## src/verilog/status_io_pkg.sv

```systemverilog
`default_nettype none
package status_io_pkg;

  // ==========================================================================
  // sizes
  localparam int NUM_PINS   = 2;
  localparam int PWM_WIDTH  = 24;
  localparam int CTRL_WIDTH = 5;
  localparam int ADDR_WIDTH = 8;

  // ==========================================================================
  // register byte offsets
  localparam logic [7:0] ADDR_CTRL0   = 8'h00;
  localparam logic [7:0] ADDR_CTRL1   = 8'h04;
  localparam logic [7:0] ADDR_PERIOD0 = 8'h08;
  localparam logic [7:0] ADDR_LOW0    = 8'h0c;
  localparam logic [7:0] ADDR_PERIOD1 = 8'h10;
  localparam logic [7:0] ADDR_LOW1    = 8'h14;
  localparam logic [7:0] ADDR_STATUS  = 8'h18;

  // ==========================================================================
  // control field layout
  localparam int CTRL_MODE_LSB   = 0;
  localparam int CTRL_INVERT_BIT = 2;
  localparam int CTRL_SRC_LSB    = 3;

  // pin function codes
  localparam logic [1:0] MODE_INDICATOR = 2'h0;
  localparam logic [1:0] MODE_INPUT     = 2'h1;
  localparam logic [1:0] MODE_OUTPUT    = 2'h2;

  // output source codes
  localparam logic [1:0] SRC_TRUE  = 2'h0;
  localparam logic [1:0] SRC_FALSE = 2'h1;
  localparam logic [1:0] SRC_PWM   = 2'h2;

  // status field layout
  localparam int STATUS_INPUT_LSB = 0;
  localparam int STATUS_PIN_LSB   = 2;

  // ==========================================================================
  // reset values: 100 Hz, 10 % low at 40 MHz
  localparam logic [CTRL_WIDTH-1:0] CTRL_RESET   = 5'h00;
  localparam logic [PWM_WIDTH-1:0]  PERIOD_RESET = 24'h061a80;
  localparam logic [PWM_WIDTH-1:0]  LOW_RESET    = 24'h009c40;

endpackage
`default_nettype wire

```

## src/verilog/status_digital_io_pins.sv

```systemverilog
// The APB register port and the register addresses are this design's own decisions.
`timescale 1ns/100ps
`default_nettype none
module status_digital_io_pins
  import status_io_pkg::*;
#(
  parameter int PINS = NUM_PINS,
  parameter int PW   = PWM_WIDTH
) (
  input  wire logic                  pclk,
  input  wire logic                  presetn,
  input  wire logic                  psel,
  input  wire logic                  penable,
  input  wire logic                  pwrite,
  input  wire logic [ADDR_WIDTH-1:0] paddr,
  input  wire logic [31:0]           pwdata,
  output var  logic [31:0]           prdata,
  output var  logic                  pready,
  output var  logic                  pslverr,
  input  wire logic                  protection_active,
  input  wire logic                  main_output_on,
  input  wire logic [1:0]            pin_in,
  output var  logic [1:0]            pin_out,
  output var  logic [1:0]            pin_oe_n,
  output var  logic [1:0]            input_state
);

  // ==========================================================================
  // configuration
  logic [CTRL_WIDTH-1:0] ctrl       [2];
  logic [PW-1:0]         pwm_period [2];
  logic [PW-1:0]         pwm_low    [2];
  logic [PW-1:0]         pwm_count  [2];

  logic        access;
  logic        wr_en;
  logic [31:0] next_prdata;
  logic        next_pslverr;
  logic [1:0]  next_pin_out;
  logic [1:0]  next_pin_oe_n;
  logic [1:0]  pwm_low_phase;

  // ==========================================================================
  // field decoding
  function automatic logic [1:0] mode_of(input logic [CTRL_WIDTH-1:0] c);
    return c[CTRL_MODE_LSB+:2];
  endfunction

  function automatic logic [1:0] src_of(input logic [CTRL_WIDTH-1:0] c);
    return c[CTRL_SRC_LSB+:2];
  endfunction

  function automatic logic inv_of(input logic [CTRL_WIDTH-1:0] c);
    return c[CTRL_INVERT_BIT];
  endfunction

  // level before inversion; a driven 1 goes out low, a 0 high
  function automatic logic pin_base(input logic [1:0] mode,
                                    input logic [1:0] src,
                                    input logic       ind_level,
                                    input logic       low_phase);
    logic lvl;
    lvl = 1'b1;
    case (mode)
      MODE_OUTPUT: begin
        case (src)
          SRC_TRUE:  lvl = 1'b0;
          SRC_FALSE: lvl = 1'b1;
          SRC_PWM:   lvl = ~low_phase;
          default:   lvl = 1'b1;
        endcase
      end
      MODE_INPUT: lvl = 1'b1;
      default:    lvl = ind_level;
    endcase
    return lvl;
  endfunction

  // ==========================================================================
  // apb slave: one wait state, so every answer comes from a flop
  assign access = psel & penable;
  assign wr_en  = access & pready & pwrite;

  always_ff @(posedge pclk or negedge presetn) begin
    if (!presetn) begin
      pready <= 1'b0;
    end else begin
      pready <= access & ~pready;
    end
  end

  always_ff @(posedge pclk or negedge presetn) begin
    if (!presetn) begin
      prdata <= 32'h0000_0000;
    end else if (access & ~pready) begin
      prdata <= pwrite ? 32'h0000_0000 : next_prdata;
    end
  end

  // an error answer stands only in its ready cycle, never after it
  always_ff @(posedge pclk or negedge presetn) begin
    if (!presetn) begin
      pslverr <= 1'b0;
    end else begin
      pslverr <= access & ~pready & next_pslverr;
    end
  end

  always_comb begin
    next_prdata  = 32'h0000_0000;
    next_pslverr = 1'b0;
    case (paddr)
      ADDR_CTRL0:   next_prdata[CTRL_WIDTH-1:0] = ctrl[0];
      ADDR_CTRL1:   next_prdata[CTRL_WIDTH-1:0] = ctrl[1];
      ADDR_PERIOD0: next_prdata[PW-1:0] = pwm_period[0];
      ADDR_LOW0:    next_prdata[PW-1:0] = pwm_low[0];
      ADDR_PERIOD1: next_prdata[PW-1:0] = pwm_period[1];
      ADDR_LOW1:    next_prdata[PW-1:0] = pwm_low[1];
      ADDR_STATUS: begin
        next_prdata[STATUS_INPUT_LSB+:2] = input_state;
        next_prdata[STATUS_PIN_LSB+:2]   = pin_out;
      end
      default: next_pslverr = 1'b1;
    endcase
  end

  // ==========================================================================
  // configuration registers
  always_ff @(posedge pclk or negedge presetn) begin
    if (!presetn) begin
      for (int i = 0; i < 2; i++) begin
        ctrl[i]       <= CTRL_RESET;
        pwm_period[i] <= PERIOD_RESET;
        pwm_low[i]    <= LOW_RESET;
      end
    end else if (wr_en) begin
      case (paddr)
        ADDR_CTRL0:   ctrl[0] <= pwdata[CTRL_WIDTH-1:0];
        ADDR_CTRL1:   ctrl[1] <= pwdata[CTRL_WIDTH-1:0];
        ADDR_PERIOD0: pwm_period[0] <= pwdata[PW-1:0];
        ADDR_LOW0:    pwm_low[0] <= pwdata[PW-1:0];
        ADDR_PERIOD1: pwm_period[1] <= pwdata[PW-1:0];
        ADDR_LOW1:    pwm_low[1] <= pwdata[PW-1:0];
        default: ;
      endcase
    end
  end

  // ==========================================================================
  // pwm counters: a period of 0 or 1 just holds the counter at 0
  always_ff @(posedge pclk or negedge presetn) begin
    if (!presetn) begin
      for (int i = 0; i < 2; i++) begin
        pwm_count[i] <= '0;
      end
    end else begin
      for (int i = 0; i < 2; i++) begin
        if (pwm_count[i] + PW'(1) >= pwm_period[i]) begin
          pwm_count[i] <= '0;
        end else begin
          pwm_count[i] <= pwm_count[i] + PW'(1);
        end
      end
    end
  end

  // a nonzero low setting at or above the period keeps the pin in its low phase
  always_comb begin
    for (int i = 0; i < 2; i++) begin
      pwm_low_phase[i] = pwm_count[i] < pwm_low[i];
    end
  end

  // ==========================================================================
  // pin drive
  always_comb begin
    next_pin_out[0] = pin_base(mode_of(ctrl[0]),
                               src_of(ctrl[0]),
                               ~protection_active,
                               pwm_low_phase[0])
                      ^ inv_of(ctrl[0]);
    next_pin_out[1] = pin_base(mode_of(ctrl[1]),
                               src_of(ctrl[1]),
                               ~main_output_on,
                               pwm_low_phase[1])
                      ^ inv_of(ctrl[1]);
    for (int i = 0; i < 2; i++) begin
      // input mode releases the pin for the outside driver
      next_pin_oe_n[i] = (mode_of(ctrl[i]) == MODE_INPUT);
    end
  end

  always_ff @(posedge pclk or negedge presetn) begin
    if (!presetn) begin
      pin_out  <= 2'h3;
      pin_oe_n <= 2'h0;
    end else begin
      pin_out  <= next_pin_out;
      pin_oe_n <= next_pin_oe_n;
    end
  end

  // ==========================================================================
  // input sampling; polarity applies to inputs too
  always_ff @(posedge pclk or negedge presetn) begin
    if (!presetn) begin
      input_state <= 2'h0;
    end else begin
      for (int i = 0; i < 2; i++) begin
        input_state[i] <= pin_in[i] ^ inv_of(ctrl[i]);
      end
    end
  end

endmodule
`default_nettype wire

```

## config.mk

```make
export PLATFORM = sky130hd
export DESIGN_NAME = status_digital_io_pins
export DESIGN_NICKNAME = d
export VERILOG_FILES = /design/src/verilog/status_io_pkg.sv /design/src/verilog/status_digital_io_pins.sv
export SDC_FILE = /design/constraint.sdc
export NUM_CORES = 1
export LEC_CHECK = 0
export BUFFER_PORTS_ARGS = -buffer_cell sky130_fd_sc_hd__buf_2
export CELL_PAD_IN_SITES_DETAIL_PLACEMENT = 1
export CELL_PAD_IN_SITES_GLOBAL_PLACEMENT = 1
export CORE_MARGIN = 5
export CORE_UTILIZATION = 49
export CTS_BUF_LIST = sky130_fd_sc_hd__clkbuf_4 sky130_fd_sc_hd__clkbuf_8
export DETAILED_ROUTE_END_ITERATION = 6
export GPL_ROUTABILITY_DRIVEN = 0
export PLACE_DENSITY = 0.92
export SKIP_LAST_GASP = 1
export SYNTH_ARGS = -nofsm -noshare
export SYNTH_HDL_FRONTEND = slang
export SYNTH_SLANG_ARGS = --single-unit
```

## constraint.sdc

```tcl
create_clock -name pclk -period 3.38 [get_ports pclk]
set_input_delay 0.845 -clock pclk [delete_from_list [all_inputs] [get_ports pclk]]
set_output_delay 0.845 -clock pclk [all_outputs]
set_load 0.02 [all_outputs]
```

### Word level (Yosys, flattened, before mapping)

Index checks and enable logic that the tools add are counted.

| storage, ports and cells | value |
|---|---|
| memory bits (read-only) | 0 |
| output and inout port bits | 40 |
| memories | 0 |
| logic and storage cells | 67 |
| input bits | 49 |
| register bits after elaboration | 194 |
| latch bits | 0 |
| RAM bits | 0 |

| operators by class | value |
|---|---|
| bitwise gates (word level) | 14 |
| add/sub/neg operators | 2 |
| div/mod/pow operators | 0 |
| multiply operators | 0 |
| magnitude comparators | 4 |
| mux-type cells | 11 |
| eq/ne operators | 12 |
| shift operators | 0 |
| reduce and logical (&&, ||, !) cells | 10 |

Operators by type and width:

| kind | count |
|---|---|
| one-hot mux 19 bit (4 select lines) | 1 |
| 2-to-1 mux 24 bit | 3 |
| adder 24 x 1 -> 24 bit, second input constant | 2 |
| greater-or-equal comparator 24 bit | 2 |
| < comparator 24 bit | 2 |
| one-hot mux 4 bit (7 select lines) | 1 |
| == test 8 x 5 -> 1 bit, second input constant | 3 |
| == test 8 x 4 -> 1 bit, second input constant | 2 |
| AND reduction 2 bit | 6 |
| == test 2 bit, second input constant | 4 |
| == test 8 x 3 -> 1 bit, second input constant | 1 |
| zero test 8 bit | 1 |
| one-hot mux 1 bit (2 select lines) | 4 |
| OR reduction 7 bit | 1 |
| one-hot mux 1 bit (6 select lines) | 1 |
| AND 1 bit | 5 |
| inverter 1 bit | 5 |
| == test 2 x 1 -> 1 bit, second input constant | 2 |
| zero test 2 bit | 2 |
| XOR 1 bit | 4 |
| 2-to-1 mux 1 bit | 1 |

### Depth between registers and ports, before layout

| depth | value |
|---|---|
| depth after elaboration | 5 |
| mapped depth | 14 |
| depth with buffers taken out | 13 |

### Worst setup path before layout

Ideal clock, no wire load.

| path | value |
|---|---|
| kind | reg-to-reg |
| from | register pwm_count[2] (netlist name) |
| to | register pwm_count[10] (netlist name) |
| data required time | 3,306 ps |
| stages on the path, launching flop included | 15 |
| slack | 450 ps |
| library setup time | 74 ps |
| data arrival time | 2,856 ps |
| buffers on the path | 1 |
| clock period less this slack | 2,930 ps |
| path through | dfrtp_1 > and4_1 > nand2_1 > nor2_2 > and3_1 > and3_1 > xor2_1 > ha_1 > a21o_1 > a21o_1 > a221oi_1 > o221ai_1 > a21o_1 > clkbuf_1 > nor2b_1 |

| on the way | value |
|---|---|
| longest elaborated chain between the ends | 3 |

Ends and longest elaborated chain:

| element | line | text |
|---|---|---|
| from (decl) | status_digital_io_pins.sv:33 | `logic [PW-1:0] pwm_count [2];` |
| from (signal, indexed assignment) | status_digital_io_pins.sv:161 | `pwm_count[i] <= pwm_count[i] + PW'(1);` |
| adder 24 x 1 -> 24 bit * | status_digital_io_pins.sv:158, status_digital_io_pins.sv:161 |  |
| greater-or-equal comparator 24 bit | status_digital_io_pins.sv:158 | `if (pwm_count[i] + PW'(1) >= pwm_period[i]) begin` |
| 2-to-1 mux 24 bit * | status_digital_io_pins.sv:158 |  |

Every way passes the cells marked *; elsewhere a longest branch is shown, timed or not.
A chain may end at the register's enable or synchronous reset.

### Final worst setup path

| path | value |
|---|---|
| from | register pwm_count[4] (netlist name) |
| to | register pwm_count[17] (netlist name) |

The elaborated chain is that of the path after synthesis.

==> metrics.txt <==
status complete, no violations; async set-reset flop share out of synthesis 100%; final worst path period share 96.0%; final setup fails 0; Max Cap Viol 0; Hold Path Class primary input to asynchronous set/reset pin; initial core utilization 49.7%; I/O pins 89; drt pass-1 iters 5; Worst setup SP type flop; synthesized area 0.0105 mm^2; clock sink count 186; cells on worst reg2reg path 13; cells after synthesis 1,089; yosys warns 0; I/O Buffers 72; Worst-Margin Slew 747 ps; Data required, critical path 3800 ps; Area Overhead vs Synth 12.4%; clk buf depth 2; Total Power 4.08 mW; Routed wire per std cell 22.7 um; final slew viol count 0; Inst Count DP 1,417; Yosys reg bits 186; CTS Root Buffer Type clkbuf_8; ANT cells 0; share of layout cells above drive strength 1 17.2%; multi-input logic area 0.00525 mm^2; nets 1,319; PD cells 347 mW/mm^2; TritonCTS clock tree done; antenna-violating nets left 0; Seq/Total Area, Yosys 44.8%; Max Clock Freq 0.308 GHz; Leakage 6.29 nW; vias per std cell 6.02; Period minus WS final 3250 ps; Clk Latency, worst-skew pair 500 ps; Hold Fails Final Rpt 0; initial DRC count 537; top_reg_cell synth dfrtp_1; number of flops mapped to enable cells by yosys 0; CTS H-tree depth 4; average size of a mapped cell 9.60 um^2; Crit Path Class flop to flop; flop2flop setup slack 130 ps; Setup WS post-layout 134 ps; GR Util All Layers 27.2%; hold_buf cts 0; Sequential cell area 0.00469 mm^2; Finished Layout Cells 1,458; Slew headroom 50.2%; Die Wd 156 um; final wirelength 33,100 um; Crit. End Element flop; crit path DAT 3670 ps; FILL cells 2,393; total vias in the final route 8,774; clock skew 14.1 ps; dpl ws -216 ps; initial antenna violation count 0; vias in the first global route 9,497; residual DRC count 0; largest net degree at the start of global routing 77; reg2reg end pwm_count[17]; die height 156 um; Peak VDD IR 0.250 mV; first-pass GRT wire length 51,300 um; reg2reg start pwm_count[4]; clock buffer count from CTS 17; num rows 53; total gr overflow 0; Worst-path clk slew 100 ps; die area 0.0243 mm^2; core area 0.0210 mm^2; worst-path fanout max 12; synth unique cells 53; hpwl dp 23,200 um
-- flip-flops by register name, indices dropped and copies added (netlist names) --
signal	flops
pwm_count	48
pwm_low	48
pwm_period	48
prdata	24
ctrl	10
input_state	2
pin_oe_n	2
pin_out	2
pready	1
pslverr	1
-- worst max path at each step --
| stage | from | endpoint | depth (start not counted) |
|---|---|---|---|
| 4_1_cts | pwm_count[4] | pwm_count[17] | 13 |
| 3_3_place_gp | pwm_count[1] | pwm_count[14] | 12 |
| 3_5_place_dp | pwm_count[4] | pwm_count[17] | 13 |
| 2_1_floorplan | pwm_count[2] | pwm_count[10] | 14 |
| 6_report | pwm_count[4] | pwm_count[17] | 13 |
| 5_1_grt | pwm_count[4] | pwm_count[17] | 13 |
-- routing by layer --
layer,GRT usage [%],share of wire [%],vias up
met2,47.6,52,327
met4,15.2,4.5,0
met5,0,0,-
li1,-,-,3898
met1,32.2,38,4461
met3,3.94,5.1,88
-- per-stage QoR --
step	instance area, um^2	util (%)	hold slack (ps)	TNS (ps)
detailed placement	11200	53.1	467	-3490
CTS	11600	55.3	367	-1.19
finish	11700	55.9	372	0
floorplan	10500	-	466	0
global placement	11200	53.1	461	0
global route	11700	55.9	384	-227
-- Yosys cell counts, types with 4 or more instances --
library cell	n	area [um^2]
buf_4	13	97.6
dfrtp_1	162	4050
nand3_1	25	125
a22o_1	21	184
a31oi_1	4	25.0
nand4_1	18	113
nor3_1	5	25.0
buf_2	15	75.1
nand2_1	151	567
and3_1	15	93.8
a21oi_1	21	105
a211oi_1	5	37.5
xor2_1	18	158
ha_1	100	1250
nor2b_1	51	319
inv_1	103	387
mux2_4	5	75.1
a21o_1	31	233
mux2_2	10	113
a221oi_1	25	219
o21ai_0	132	661
nor2_1	37	139
dfstp_2	24	631
clkbuf_1	20	75.1
and4_1	6	52.6
xnor2_1	30	263
-- what timing repair did --
action                                  4_1_cts  5_1_grt
pin swaps                                     1        0
setup buffers                                 0        8
resized for setup                             9       14
endpoints found under the setup margin       48       48
cloned                                        1        0
-- worst max-delay path, stage by stage, from the launching register on --
cell,delay (ps)
dfrtp_1,400
and4_1,240
nand2_1,100
nor2_4,170
and3_4,230
and3_1,200
xor2_2,180
ha_1,270
a21o_1,200
a21o_1,190
a221oi_1,330
o221ai_2,210
a21o_4,290
nor2b_1,160
-- layout make-up --
cell class	instances	area share [%]
repair buffers	104	5.61
inverters	103	3.29
multi-input cells	758	44.7
flip-flops and latches	186	39.9
clock inverters	14	1.45
clock buffers	18	2.11
well taps	275	2.93
-- layout by cell type (no fill, tap or decap), types with 29 or more instances in the layout --
cell type and n:
a21o_1 30, buf_2 71, dfrtp_1 159, ha_1 100, inv_1 103, nand2_1 150
nor2_1 35, nor2b_1 50, o21ai_0 132, xnor2_1 29
-- power by group --
group | leakage [nW] | switching [mW] | total [mW] | internal, mW
sequential | 2.11 | 0.00866 | 2.25 | 2.24
clock | 0.202 | 0.891 | 1.64 | 0.754
combinational | 3.97 | 0.138 | 0.188 | 0.0506
-- logic make-up after synthesis --
kind of cell    after synthesis  share of synthesized area (%)
simple gates                323                           14.8
compound gates              258                           15.5
flops                       186                           44.8
buf+inv                     153                           6.23
fa+ha+maj                   100                           12.0
xor+xnor                     48                           4.02
mux                          20                           2.63
other cells                   1                         0.0359
Note: power is estimated with default switching activity, not from simulation.
